## config.mk

```make
export PLATFORM = sky130hd
export DESIGN_NAME = lrcc_line_rate_clock_config
export DESIGN_NICKNAME = d
export VERILOG_FILES = /design/src/lrcc_pkg.sv /design/src/lrcc_reg_if.sv /design/src/lrcc_serial_port.sv /design/src/lrcc_line_rate_clock_config.sv
export SDC_FILE = /design/constraint.sdc
export NUM_CORES = 1
export LEC_CHECK = 0
export BUFFER_PORTS_ARGS = -buffer_cell sky130_fd_sc_hd__buf_4
export CORE_ASPECT_RATIO = 0.8
export CORE_MARGIN = 2
export CORE_UTILIZATION = 53
export DETAILED_ROUTE_END_ITERATION = 10
export HOLD_SLACK_MARGIN = 0.1
export PLACE_DENSITY = 0.82
export SLEW_MARGIN = 30
export SYNTH_ARGS = -nofsm -noshare
export SYNTH_HDL_FRONTEND = slang
export SYNTH_HIERARCHICAL = 1
export SYNTH_SLANG_ARGS = --single-unit
```

## constraint.sdc

```tcl
create_clock -name clock_i -period 2.1 [get_ports clock_i]
set_input_delay 0.42 -clock clock_i [delete_from_list [all_inputs] [get_ports clock_i]]
set_output_delay 0.42 -clock clock_i [all_outputs]
set_load 0.01 [all_outputs]
```

## src/lrcc_pkg.sv

```systemverilog
// Package with register map, field positions, mode codes and serial frame constants of the clock configuration block.
package lrcc_pkg;
	localparam int LRCC_DATA_W = 5;
	localparam int LRCC_ADDR_W = 3;
	localparam int LRCC_NUM_REGS = 5;
	localparam logic [LRCC_ADDR_W-1:0] LRCC_MODE_FIRST_OFS = 3'h0;
	localparam logic [LRCC_ADDR_W-1:0] LRCC_MULT_SECOND_OFS = 3'h1;
	localparam logic [LRCC_ADDR_W-1:0] LRCC_FIRST_DIV_OFS = 3'h2;
	localparam logic [LRCC_ADDR_W-1:0] LRCC_SECOND_DIV_OFS = 3'h3;
	localparam logic [LRCC_ADDR_W-1:0] LRCC_OUT_EN_OFS = 3'h4;
	localparam logic [LRCC_DATA_W-1:0] LRCC_REG_RESET = 5'h00;
	// Field positions inside a command register.
	localparam int LRCC_LOOP_EN_BIT = 0;
	localparam int LRCC_CODE_LSB = 1;
	localparam int LRCC_CODE_W = 4;
	localparam int LRCC_FRAME_EN_BIT = 4;
	localparam int LRCC_DRV1_EN_BIT = 3;
	localparam int LRCC_DRV2_EN_BIT = 2;
	localparam int LRCC_LOCK2_BIT = 1;
	localparam int LRCC_LOCK1_BIT = 0;
	// Mode code that selects forward master or reverse slave depending on the pin.
	localparam logic [LRCC_CODE_W-1:0] LRCC_CODE_LINE_RATE = 4'h8;
	localparam logic [LRCC_DATA_W-1:0] LRCC_DIV_REQUIRED = 5'h1F;
	// Serial frame: one read flag, three address bits, five data bits, all LSB first.
	localparam logic [3:0] LRCC_ADDR_START = 4'h1;
	localparam logic [3:0] LRCC_DATA_START = 4'h4;
	localparam logic [3:0] LRCC_FRAME_BITS = 4'h9;
endpackage : lrcc_pkg

```

## src/lrcc_reg_if.sv

```systemverilog
// Interface between the serial port engine and the command register file.
`timescale 1ns/1ps
interface lrcc_reg_if;
	import lrcc_pkg::*;
	logic wr_stb;
	logic [LRCC_ADDR_W-1:0] addr;
	logic [LRCC_DATA_W-1:0] wdata;
	logic [LRCC_DATA_W-1:0] rdata;
	modport port (output wr_stb, output addr, output wdata, input rdata);
	modport regs (input wr_stb, input addr, input wdata, output rdata);
endinterface : lrcc_reg_if

```

## src/lrcc_serial_port.sv

```systemverilog
// Serial port engine that turns framed bits into register writes and shifts register contents back out.
`timescale 1ns/1ps
module lrcc_serial_port
	import lrcc_pkg::*;
(
	// Clock and reset.
	input wire logic clock_i,
	input wire logic reset_n_i,
	// Serial pins.
	input wire logic sclk_i,
	input wire logic sdi_i,
	input wire logic cs_n_i,
	output logic sdo_o,
	// Register side.
	lrcc_reg_if.port bus
);
	typedef struct packed {
		logic sclk_s1;
		logic sclk_s2;
		logic sclk_s3;
		logic sdi_s1;
		logic sdi_s2;
		logic cs_s1;
		logic cs_s2;
		logic [3:0] cnt;
		logic rd;
		logic [LRCC_ADDR_W-1:0] addr;
		logic [LRCC_DATA_W-1:0] data;
		logic sdo;
		logic wr_stb;
	} lrcc_sp_s;

	lrcc_sp_s state_reg;
	lrcc_sp_s state_next;

	always_comb begin
		state_next = state_reg;
		state_next.wr_stb = 1'b0;
		state_next.sclk_s1 = sclk_i;
		state_next.sclk_s2 = state_reg.sclk_s1;
		state_next.sclk_s3 = state_reg.sclk_s2;
		state_next.sdi_s1 = sdi_i;
		state_next.sdi_s2 = state_reg.sdi_s1;
		state_next.cs_s1 = cs_n_i;
		state_next.cs_s2 = state_reg.cs_s1;
		if (state_reg.cs_s2) begin
			// A write only lands once the whole frame is in and select is released.
			if (state_reg.cnt == LRCC_FRAME_BITS && !state_reg.rd) begin
				state_next.wr_stb = 1'b1;
			end
			state_next.cnt = 4'h0;
			state_next.sdo = 1'b0;
		end else if (state_reg.sclk_s2 && !state_reg.sclk_s3 && state_reg.cnt < LRCC_FRAME_BITS) begin
			if (state_reg.cnt < LRCC_ADDR_START) begin
				state_next.rd = state_reg.sdi_s2;
			end else if (state_reg.cnt < LRCC_DATA_START) begin
				state_next.addr = {state_reg.sdi_s2, state_reg.addr[LRCC_ADDR_W-1:1]};
			end else begin
				state_next.data = {state_reg.sdi_s2, state_reg.data[LRCC_DATA_W-1:1]};
			end
			state_next.cnt = state_reg.cnt + 4'h1;
		end else if (!state_reg.sclk_s2 && state_reg.sclk_s3 && state_reg.rd
			&& state_reg.cnt >= LRCC_DATA_START && state_reg.cnt < LRCC_FRAME_BITS) begin
			state_next.sdo = bus.rdata[3'(state_reg.cnt - LRCC_DATA_START)];
		end
	end

	always_ff @(posedge clock_i) begin
		if (!reset_n_i) begin
			state_reg <= '{sclk_s1: 1'b0, sclk_s2: 1'b0, sclk_s3: 1'b0, sdi_s1: 1'b0, sdi_s2: 1'b0,
				cs_s1: 1'b1, cs_s2: 1'b1, cnt: 4'h0, rd: 1'b0, addr: 3'h0, data: 5'h00,
				sdo: 1'b0, wr_stb: 1'b0};
		end else begin
			state_reg <= state_next;
		end
	end

	assign bus.wr_stb = state_reg.wr_stb;
	assign bus.addr = state_reg.addr;
	assign bus.wdata = state_reg.data;
	assign sdo_o = state_reg.sdo;
endmodule : lrcc_serial_port

```

## src/lrcc_line_rate_clock_config.sv

```systemverilog
// Command register file and mode decode of the line rate clock synthesizer configuration block.
`timescale 1ns/1ps
// Operation
// - Pin high, code 1000: forward master mode.
// - Pin low, code 1000: reverse slave mode.
// - No direct 1.544 to 1.544 mode exists.
// - First register bit 0 enables first loop.
// - Second register bit 0 enables second loop.
// - Forward mode multiple is second code plus one.
// - Output register gates frame, drivers, lock detect.
module lrcc_line_rate_clock_config
	import lrcc_pkg::*;
(
	// Clock and reset.
	input wire logic clock_i,
	input wire logic reset_n_i,
	// Serial port pins.
	input wire logic sclk_i,
	input wire logic sdi_i,
	input wire logic cs_n_i,
	output logic sdo_o,
	// Master/slave pin, driven by the line rate select.
	input wire logic line_rate_select_i,
	// Lock status from the analog loops.
	input wire logic first_loop_locked_i,
	input wire logic second_loop_locked_i,
	// Configuration outputs to the synthesizer core.
	output logic forward_master_o,
	output logic reverse_slave_o,
	output logic [LRCC_DATA_W-1:0] reference_multiple_o,
	output logic first_loop_enable_o,
	output logic second_loop_enable_o,
	output logic first_output_driver_o,
	output logic second_output_driver_o,
	output logic frame_pulse_output_o,
	output logic pll_lock_indicator_o,
	output logic config_fault_o
);
	typedef struct packed {
		logic [LRCC_NUM_REGS-1:0][LRCC_DATA_W-1:0] cmd;
		logic ms_s1;
		logic ms_s2;
		logic lk1_s1;
		logic lk1_s2;
		logic lk2_s1;
		logic lk2_s2;
		logic fwd;
		logic rev;
		logic [LRCC_DATA_W-1:0] mult;
		logic loop1;
		logic loop2;
		logic drv1;
		logic drv2;
		logic frame;
		logic lock;
		logic fault;
	} lrcc_top_s;

	lrcc_top_s state_reg;
	lrcc_top_s state_next;
	lrcc_reg_if reg_bus ();

	lrcc_serial_port u_serial (
		.clock_i(clock_i),
		.reset_n_i(reset_n_i),
		.sclk_i(sclk_i),
		.sdi_i(sdi_i),
		.cs_n_i(cs_n_i),
		.sdo_o(sdo_o),
		.bus(reg_bus)
	);

	function automatic logic [LRCC_CODE_W-1:0] code_of(input logic [LRCC_DATA_W-1:0] value);
		code_of = value[LRCC_CODE_LSB +: LRCC_CODE_W];
	endfunction : code_of

	// Unmapped addresses read as zero.
	assign reg_bus.rdata = (reg_bus.addr < LRCC_ADDR_W'(LRCC_NUM_REGS)) ? state_reg.cmd[reg_bus.addr] : 5'h00;

	always_comb begin
		logic line_code;
		logic out1;
		logic out2;
		line_code = 1'b0;
		out1 = 1'b0;
		out2 = 1'b0;
		state_next = state_reg;
		state_next.ms_s1 = line_rate_select_i;
		state_next.ms_s2 = state_reg.ms_s1;
		state_next.lk1_s1 = first_loop_locked_i;
		state_next.lk1_s2 = state_reg.lk1_s1;
		state_next.lk2_s1 = second_loop_locked_i;
		state_next.lk2_s2 = state_reg.lk2_s1;
		if (reg_bus.wr_stb && reg_bus.addr < LRCC_ADDR_W'(LRCC_NUM_REGS)) begin
			state_next.cmd[reg_bus.addr] = reg_bus.wdata;
		end
		line_code = code_of(state_reg.cmd[LRCC_MODE_FIRST_OFS]) == LRCC_CODE_LINE_RATE;
		state_next.fwd = line_code && state_reg.ms_s2;
		state_next.rev = line_code && !state_reg.ms_s2;
		// Forward mode takes Q from the second register; reverse slave always uses one.
		state_next.mult = state_reg.ms_s2
			? {1'b0, code_of(state_reg.cmd[LRCC_MULT_SECOND_OFS])} + 5'h01 : 5'h01;
		state_next.loop1 = state_reg.cmd[LRCC_MODE_FIRST_OFS][LRCC_LOOP_EN_BIT];
		state_next.loop2 = state_reg.cmd[LRCC_MULT_SECOND_OFS][LRCC_LOOP_EN_BIT];
		out1 = state_reg.cmd[LRCC_OUT_EN_OFS][LRCC_DRV1_EN_BIT];
		out2 = state_reg.cmd[LRCC_OUT_EN_OFS][LRCC_DRV2_EN_BIT];
		state_next.drv1 = state_next.loop1 && out1 && line_code;
		state_next.drv2 = state_next.loop2 && out2 && line_code;
		state_next.frame = state_reg.cmd[LRCC_OUT_EN_OFS][LRCC_FRAME_EN_BIT] && line_code;
		// Lock shows only when every loop that is both running and watched is locked.
		state_next.lock = line_code
			&& ((state_next.loop1 && state_reg.cmd[LRCC_OUT_EN_OFS][LRCC_LOCK1_BIT])
			|| (state_next.loop2 && state_reg.cmd[LRCC_OUT_EN_OFS][LRCC_LOCK2_BIT]))
			&& (!(state_next.loop1 && state_reg.cmd[LRCC_OUT_EN_OFS][LRCC_LOCK1_BIT]) || state_reg.lk1_s2)
			&& (!(state_next.loop2 && state_reg.cmd[LRCC_OUT_EN_OFS][LRCC_LOCK2_BIT]) || state_reg.lk2_s2);
		// Any other code is outside the line rate conversion and is flagged rather than guessed at.
		state_next.fault = !line_code
			|| (state_reg.ms_s2 && (state_reg.cmd[LRCC_FIRST_DIV_OFS] != LRCC_DIV_REQUIRED
			|| state_reg.cmd[LRCC_SECOND_DIV_OFS] != LRCC_DIV_REQUIRED));
	end

	always_ff @(posedge clock_i) begin
		if (!reset_n_i) begin
			state_reg <= '{cmd: {LRCC_NUM_REGS{LRCC_REG_RESET}}, ms_s1: 1'b0, ms_s2: 1'b0, lk1_s1: 1'b0,
				lk1_s2: 1'b0, lk2_s1: 1'b0, lk2_s2: 1'b0, fwd: 1'b0, rev: 1'b0, mult: 5'h01,
				loop1: 1'b0, loop2: 1'b0, drv1: 1'b0, drv2: 1'b0, frame: 1'b0, lock: 1'b0, fault: 1'b1};
		end else begin
			state_reg <= state_next;
		end
	end

	assign forward_master_o = state_reg.fwd;
	assign reverse_slave_o = state_reg.rev;
	assign reference_multiple_o = state_reg.mult;
	assign first_loop_enable_o = state_reg.loop1;
	assign second_loop_enable_o = state_reg.loop2;
	assign first_output_driver_o = state_reg.drv1;
	assign second_output_driver_o = state_reg.drv2;
	assign frame_pulse_output_o = state_reg.frame;
	assign pll_lock_indicator_o = state_reg.lock;
	assign config_fault_o = state_reg.fault;
endmodule : lrcc_line_rate_clock_config

```

; ---- After elaboration in Yosys (flattened, before gate mapping)
; Cells that the tools add are included.
[totals]
elab_cells = 104
output_inout_bits = 15
input_bits = 8
ff_bits = 67
[op_classes]
bitwise = 5
eq_ne = 4
magnitude_cmp = 8
reduce_logical = 41
n_mux = 9
addsub = 3
[op_table]
columns = operator, count
row1 = $bwmux 25, 1
row2 = $logic_and 1x1->1, 22
row3 = $bmux 5 s3, 1
row4 = $demux 5 s3, 1
row5 = $mux 5, 3
row6 = $ne 5x5->1 const B, 2
row7 = $eq 4x4->1 const B, 2
row8 = $lt 3x4->1 const B, 2
row9 = $reduce_and 4->1, 2
row10 = $logic_not 1->1, 7
row11 = $reduce_and 2->1, 3
row12 = $add 4x1->5 const B, 1
row13 = $logic_or 1x1->1, 5
row14 = $not 1->1, 5
row15 = $add 4x1->4 const B, 1
row16 = $ge 4x3->1 const B, 1
row17 = $lt 4x1->1 const B, 1
row18 = $lt 4x3->1 const B, 1
row19 = $lt 4x4->1 const B, 1
row20 = $bmux 1 s3, 1
row21 = $ge 3x1->1 const B, 1
row22 = $lt 3x3->1 const B, 1
row23 = $reduce_and 3->1, 1
row24 = $sub 3x3->3 const B, 1
row25 = 2 further kinds, 3

; ---- Logic depth before layout (Yosys ltp)
; Gate-level depths: netlist of run 1.
[logic_depth]
word_depth = 6
mapped_depth = 9
ltp_nobuf = 6

; ---- Cells and area by module
; Netlist of run 1, hierarchy kept.
[by_module_without_submodules]
columns = mod, seq_area_each_um2, area_per_inst_um2, cells_each, n_inst
row1 = lrcc_line_rate_clock_config, 900.9, 1896.8, 180, 1
row2 = lrcc_serial_port, 440.4, 998.5, 100, 1

; ---- Least setup slack after synthesis of run 1
; Ideal clock, no wire load.
[synth_path]
path_kind = register to register
start = register u_serial.state_reg, in the netlist u_serial/bus.addr[1]
end = register u_serial.state_reg, in the netlist u_serial/sdo_o
setup_time_ns = 0.124
path_stages_with_launch = 10
required_ns = 1.976
period_less_slack_ns = 2.002
path_slack_ns = 0.098
path_buffers = 3
t_arrival_ns = 1.878
path_cell_list = dfxtp_1 > buf_4 > buf_4 > buf_2 > mux2_2 > a22oi_1 > o22ai_1 > mux4_2 > nand2_1 > a31oi_1
[synth_via]
elab_chain_cells = 5
word_cells_on_any_way = 6
[synth_rtl]
columns = element, line
row1 = start: declaration, lrcc_serial_port.sv:33  ; lrcc_sp_s state_reg;
row2 = start signal: assignment, lrcc_serial_port.sv:70  ; state_reg <= '{sclk_s1: 1'b0, sclk_s2: 1'b0, sclk_s3: 1'b0, sdi_s1: 1'b0, sdi_s2: 1'b0,
row3 = start signal: assignment, lrcc_serial_port.sv:74  ; state_reg <= state_next;
row4 = $bmux 5 s3, lrcc_line_rate_clock_config.sv:78  ; assign reg_bus.rdata = (reg_bus.addr < LRCC_ADDR_W'(LRCC_NUM_REGS)) ? state_reg.cmd[reg_bus.addr] : 5'h00;
row5 = $mux 5 (implied by the code), lrcc_line_rate_clock_config.sv:78
row6 = $mux 5 (*), lrcc_line_rate_clock_config.sv:78
row7 = net reg_bus.rdata[1], lrcc_reg_if.sv:8  ; logic [LRCC_DATA_W-1:0] rdata;
row8 = $bmux 1 s3 (*), lrcc_serial_port.sv:64  ; state_next.sdo = bus.rdata[3'(state_reg.cnt - LRCC_DATA_START)];
row9 = $mux 1 (implied by the code) (*), lrcc_serial_port.sv:64
; The timed path passes the listed nets; every way through them passes the cells marked *. The select of a mux whose other input is x is not followed.
; A chain may end at the register's enable or synchronous reset.

; ---- Worst setup path in the final report of run 1
[layout_path]
start = register u_serial.state_reg, in the netlist u_serial/bus.addr[2]
end = register u_serial.state_reg, in the netlist u_serial/sdo_o
; The elaborated chain is that of the path after synthesis.

==> impl_metrics.py, run 1 <==
metrics = {
    "outcome": {
        "status": "complete, no violations",
    },
    "critical_path": {
        "cp_cell_sequence": "and2b_1 > a22oi_1 > o22ai_1 > mux4_2 > nand2_1 > a31oi_1",
        "required_ns": 2.33,
        "start_kind": "flip-flop",
        "slowest_delay_ns": 0.55,
        "cp_max_fo": 12,
        "crit_type": "reg2reg",
        "worstSetupEndpointType": "flip-flop",
        "rrSetupSlack_ns": 0.20,
        "critPathSlowestCell": "dfxtp_1",
        "cp.arrival_ns": 2.12,
        "reg2reg_depth": 6,
    },
    "cts": {
        "cts_hold_buf": 0,
        "cts-root-buf": "clkbuf_8",
        "clock_path_buffers": 2,
        "cts_num_sinks": 67,
        "clk_pin_slew_ns": 0.07,
        "cts_tree": "done",
        "htreeDepth": 3,
        "post_cts_resized": 0,
        "clock_latency_ns": 0.34,
        "post_cts_buffers": 0,
        "cts_made_buffers": 9,
    },
    "synthesis": {
        "syn_inst": 280,
        "ys_types": 40,
        "syn-num-nets": 292,
        "yosysTopAreaCellShare_pct": 46.3,
        "syn_avg_cell_area_um2": 10.3,
        "synth_edf_count": 0,
        "synth.area.top_cells": "dfxtp_1 46%, mux2i_1 12%, nor2b_1 6.7%",
        "synthesis.area_um2": 2900,
        "ys_seq_area_share_pct": 46.3,
        "yosysTopAreaCell": "dfxtp_1",
        "async_flop_share_pct": 0,
        "synth_top_flop_cell": "dfxtp_1",
        "synth-seq-cells": 67,
        "synth_most_common_cell": "dfxtp_1",
        "yosys_warnings": 6,
        "synthTopCellsByCount": "67 x dfxtp_1, 36 x mux2i_1, 31 x nor2b_1",
    },
    "floorplanning": {
        "dieArea_um2": 6070,
        "ios": 23,
        "coreArea_um2": 5350,
        "start_util_pct": 54.2,
        "die_w_um": 86.6,
        "die_y_um": 70.1,
        "std_cell_rows": 24,
    },
    "pwr": {
        "ir_worst_vdd_uv": 374,
        "p_clk_share_pct": 48.8,
        "power_density_nw_per_um2": 798,
        "p_sw_uw": 511,
        "power_mw": 2.61,
        "seq_power_share_pct": 49.3,
        "p_int_mw": 2.10,
        "p_leak_nw": 1.17,
        "p_comb_share_pct": 1.9,
        "swShare_pct": 19.6,
    },
    "global_routing": {
        "grt_max_degree": 35,
        "grt_util_all_layers_pct": 19.0,
        "grt_pass1_vias": 1774,
        "grt-ovfl-total": 0,
        "grt_pass1_wl_um": 8730,
        "antenna_found_initial": 0,
    },
    "timing": {
        "worst_pin_slew_ns": 0.530,
        "fin_crit_sh_pct": 90.4,
        "slew-limit-headroom_pct": 64.5,
        "grt_setup_unrepaired": "false",
        "fin_crit_ns": 1.90,
        "setup_tns_ns": 0,
        "hold_slack_ns": 0.260,
        "final_max_slew_viol_count": 0,
        "skew_ns": 0.00725,
        "hold_violations": 0,
        "setup_violations": 0,
        "max_freq_mhz": 527,
    },
    "run": {
        "drv_cap": 0,
    },
    "placement": {
        "gp_congestion": 0.936,
        "hpwl_um": 3650,
        "io_buffers": 22,
        "postPlaceCellArea_um2": 3030,
    },
    "route": {
        "drt_iter0_drc": 122,
        "wirelength_um": 5240,
        "vias": 1921,
        "final_antenna_net_count": 0,
        "routedWlPerCell_um": 14.4,
        "first_pass_iters": 4,
        "avgViaCountPerCell": 5.28,
        "remaining_drc_errors": 0,
    },
    "final_layout": {
        "syn_to_final_growth_pct": 12.9,
        "fill_cells": 456,
        "largest_reg_flops": 26,
        "n_antenna_cell": 0,
        "design_area_um2": 3270,
        "drive_gt1_share_pct": 18.7,
        "nets": 306,
    },
    "hold_path": {
        "hp-class": "in2reg",
        "whs_path_depth": 2,
    },
}
## worst max-delay path, delay by kind of cell, from the launching register on
family	cells	cell delay (ns)
and+or+nand+nor	2	0.36
DFF	1	0.55
muxes	1	0.47
AOI/OAI and AO/OA	3	0.40
## metrics by stage
| stage | cells | setup slack (ns) | util (%) |
|---|---|---|---|
| 6_report | 364 | 0.202 | 61.2 |
| 5_1_grt | 364 | 0.0625 | 61.2 |
| 4_1_cts | 364 | 0.226 | 61.2 |
| 3_5_place_dp | 348 | 0.250 | 56.6 |
| 3_3_place_gp | 348 | 0.292 | 56.6 |
| 2_1_floorplan | 280 | 0.0984 | - |
## worst paths after layout
kind,startpoint,to
worst min-delay path,cs_n_i,u_serial/state_next[15]
worst min register to register,u_serial/state_next[15],u_serial/state_reg[15]
worst max-delay path,u_serial/bus.addr[2],u_serial/sdo_o
worst max register to register,u_serial/bus.addr[2],u_serial/sdo_o
## cell families after synthesis
kind of cell             after synthesis  share of synthesized area (%)
AO/OA/AOI/OAI                         29                           7.04
XOR/XNOR                               4                           1.21
adder cells (fa/ha/maj)                4                           1.73
buffers and inverters                 31                           6.66
flip-flops                            67                           46.3
multiplexers                          39                           14.0
AND/OR/NAND/NOR                      106                           23.0
## cell usage in the layout (no fill, tap or decap), drive strengths merged, types with 2 or more instances in the layout
cell / instances
dfxtp: 67
mux2i: 36
nor2b: 31
buf: 31
and2: 15
nor2: 14
nand2: 11
nand3: 11
clkbuf: 10
o21ai: 8
nand2b: 6
a22oi: 4
and3: 4
ha: 4
o2bb2ai: 3
o21a: 3
o22ai: 3
xnor2: 3
nand4: 3
bufinv: 3
inv: 3
a211oi: 3
mux2: 2
nor4bb: 2
and4bb: 2
nor4b: 2
clkinvlp: 2
a21oi: 2
nand3b: 2
## power groups by stage
stage	Sequential [mW]	Combinational, mW	Clock, mW
final	1.29	0.0485	1.27
after global routing	1.29	0.0535	1.35
after CTS	1.29	0.0493	1.30
after detailed placement	1.32	0.0494	0
after global placement	1.32	0.0484	0
after floorplan	1.32	0.0331	0
## routing by layer
layer	track usage [%]	wire length (um)	vias up
met5	0	0	-
met4	6.25	60	0
met3	6.74	230	6
met2	27.1	2390	34
met1	26.6	2560	904
li1	-	-	977
## cell type report
cell class / count / area [um2] / share of cell area [%]
Multi-Input combinational cell: 182 / 1360 / 41.6
Sequential cell: 67 / 1340 / 41.0
Timing Repair Buffer: 31 / 233 / 7.12
Clock buffer: 10 / 128 / 3.90
Clock inverter: 6 / 114 / 3.48
Tap cell: 65 / 81.3 / 2.49
Inverter: 3 / 11.3 / 0.344
Power figures use the tool's default switching activity.
==> run 2: changes to the inputs <==
CORE_UTILIZATION = 63   (was 53)
PLACE_DENSITY = 0.9   (was 0.82)
clock period = 2.2 ns   (was 2.1 ns; I/O delays follow)
==> run 2 against run 1 <==
  * First-iteration DRC count down 4.9%
  * Critical path depth did not move
  * Clock skew is 0.00061 ns lower
  * Sequential share of layout area increased by 0.85 points
  * Clock power fell by 20%
  * Final cell count shrank 2.2%
  * Core utilization up 9.8 points
  * Non-clock buffer count down 3
  * Highest routed layer unchanged
  * Global-route usage rose by 4.7 points
==> impl_metrics.py, run 2 (same netlist as run 1, synthesis figures left out) <==
metrics = {
    "cts": {
        "clock_latency_ns": 0.33,
        "post_cts_buffers": 0,
        "cts_hold_buf": 0,
        "cts-root-buf": "clkbuf_8",
        "post_cts_resized": 0,
        "cts_tree": "done",
        "cts_made_buffers": 9,
        "clock_path_buffers": 2,
        "clk_pin_slew_ns": 0.07,
        "cts_num_sinks": 67,
        "htreeDepth": 3,
    },
    "floorplanning": {
        "die_y_um": 64.6,
        "start_util_pct": 64.1,
        "ios": 23,
        "die_w_um": 79.8,
        "std_cell_rows": 22,
        "coreArea_um2": 4510,
        "dieArea_um2": 5160,
    },
    "timing": {
        "worst_pin_slew_ns": 0.574,
        "skew_ns": 0.00664,
        "hold_slack_ns": 0.310,
        "grt_setup_unrepaired": "false",
        "slew-limit-headroom_pct": 61.6,
        "final_max_slew_viol_count": 0,
        "max_freq_mhz": 532,
        "setup_tns_ns": 0,
        "fin_crit_ns": 1.88,
        "fin_crit_sh_pct": 85.4,
        "setup_violations": 0,
        "hold_violations": 0,
    },
    "global_routing": {
        "grt_util_all_layers_pct": 23.6,
        "grt_max_degree": 38,
        "grt_pass1_wl_um": 9130,
        "grt_pass1_vias": 1868,
        "antenna_found_initial": 0,
        "grt-ovfl-total": 0,
    },
    "pwr": {
        "p_int_mw": 1.83,
        "p_comb_share_pct": 2.0,
        "power_density_nw_per_um2": 714,
        "p_sw_uw": 454,
        "p_leak_nw": 1.15,
        "power_mw": 2.29,
        "seq_power_share_pct": 53.8,
        "p_clk_share_pct": 44.2,
        "swShare_pct": 19.9,
        "ir_worst_vdd_uv": 465,
    },
    "route": {
        "first_pass_iters": 4,
        "remaining_drc_errors": 0,
        "drt_iter0_drc": 116,
        "wirelength_um": 5430,
        "final_antenna_net_count": 0,
        "routedWlPerCell_um": 15.3,
        "vias": 1934,
        "avgViaCountPerCell": 5.43,
    },
    "placement": {
        "postPlaceCellArea_um2": 3000,
        "gp_congestion": 0.866,
        "dpl.cell_count": 340,
        "io_buffers": 22,
        "hpwl_um": 3870,
    },
    "final_layout": {
        "layout_common_cells": "67 x dfxtp_1, 36 x mux2i_1, 31 x nor2b_1",
        "final_common_cell": "dfxtp_1",
        "design_area_um2": 3200,
        "nets": 303,
        "fill_cells": 338,
        "drive_gt1_share_pct": 17.9,
        "instances_no_fill": 356,
        "largest_reg_flops": 26,
        "n_antenna_cell": 0,
        "syn_to_final_growth_pct": 10.6,
    },
    "critical_path": {
        "crit_type": "reg2reg",
        "worstSetupEndpointType": "flip-flop",
        "rrSetupSlack_ns": 0.32,
        "startpoint": "u_serial/bus.addr[0]",
        "cp_max_fo": 17,
        "start_kind": "flip-flop",
        "cp.arrival_ns": 2.09,
        "worstReg2RegStart": "u_serial/bus.addr[0]",
        "required_ns": 2.41,
    },
    "hold_path": {
        "hp-class": "in2reg",
        "hold_start": "line_rate_select_i",
    },
    "run": {
        "drv_cap": 0,
    },
    "outcome": {
        "status": "complete, no violations",
    },
}
==> run 2: power by group through the flow <==
stage / registers [mW] / clock network (mW) / logic (mW)
3_3_place_gp: 1.26 / 0 / 0.0463
4_1_cts: 1.23 / 1.03 / 0.0474
2_1_floorplan: 1.26 / 0 / 0.0316
3_5_place_dp: 1.26 / 0 / 0.0472
5_1_grt: 1.23 / 1.08 / 0.0517
6_report: 1.23 / 1.01 / 0.0467
==> run 2: final timing paths <==
kind	to	depth (start not counted)
max	u_serial/sdo_o	6
min	state_next[18]	2
max reg2reg	u_serial/sdo_o	6
min reg2reg	u_serial/state_reg[17]	1
==> run 2: stage by stage <==
step	utilization (%)	setup WS (ns)
finish	71.0	0.320
global route	71.0	0.153
CTS	71.0	0.313
detailed placement	66.4	0.341
global placement	66.4	0.408
floorplan	-	0.198
==> run 2: area by class of cell <==
cell class / instances / area (um2) / area share (%)
clock buffers: 12 / 155 / 4.84
clock inverters: 4 / 48.8 / 1.52
inverters: 3 / 11.3 / 0.352
multi-input cells: 182 / 1360 / 42.5
flip-flops and latches: 67 / 1340 / 41.9
well taps: 60 / 75.1 / 2.34
repair buffers: 28 / 210 / 6.56
==> run 2: per-layer routing <==
layer	vias to the layer above	global-route usage, %	routed length [um]
met2	39	36.2	2520
met3	6	7.10	253
li1	970	-	-
met4	0	6.99	53
met1	919	32.2	2600
met5	-	0	0
==> run 2: critical path: stages (launching register included) <==
cell and delay, ns:
dfxtp_1 0.65, nor2_1 0.14, a22oi_1 0.22, o22ai_1 0.12
mux4_2 0.46, nand2_1 0.09, a31oi_1 0.08
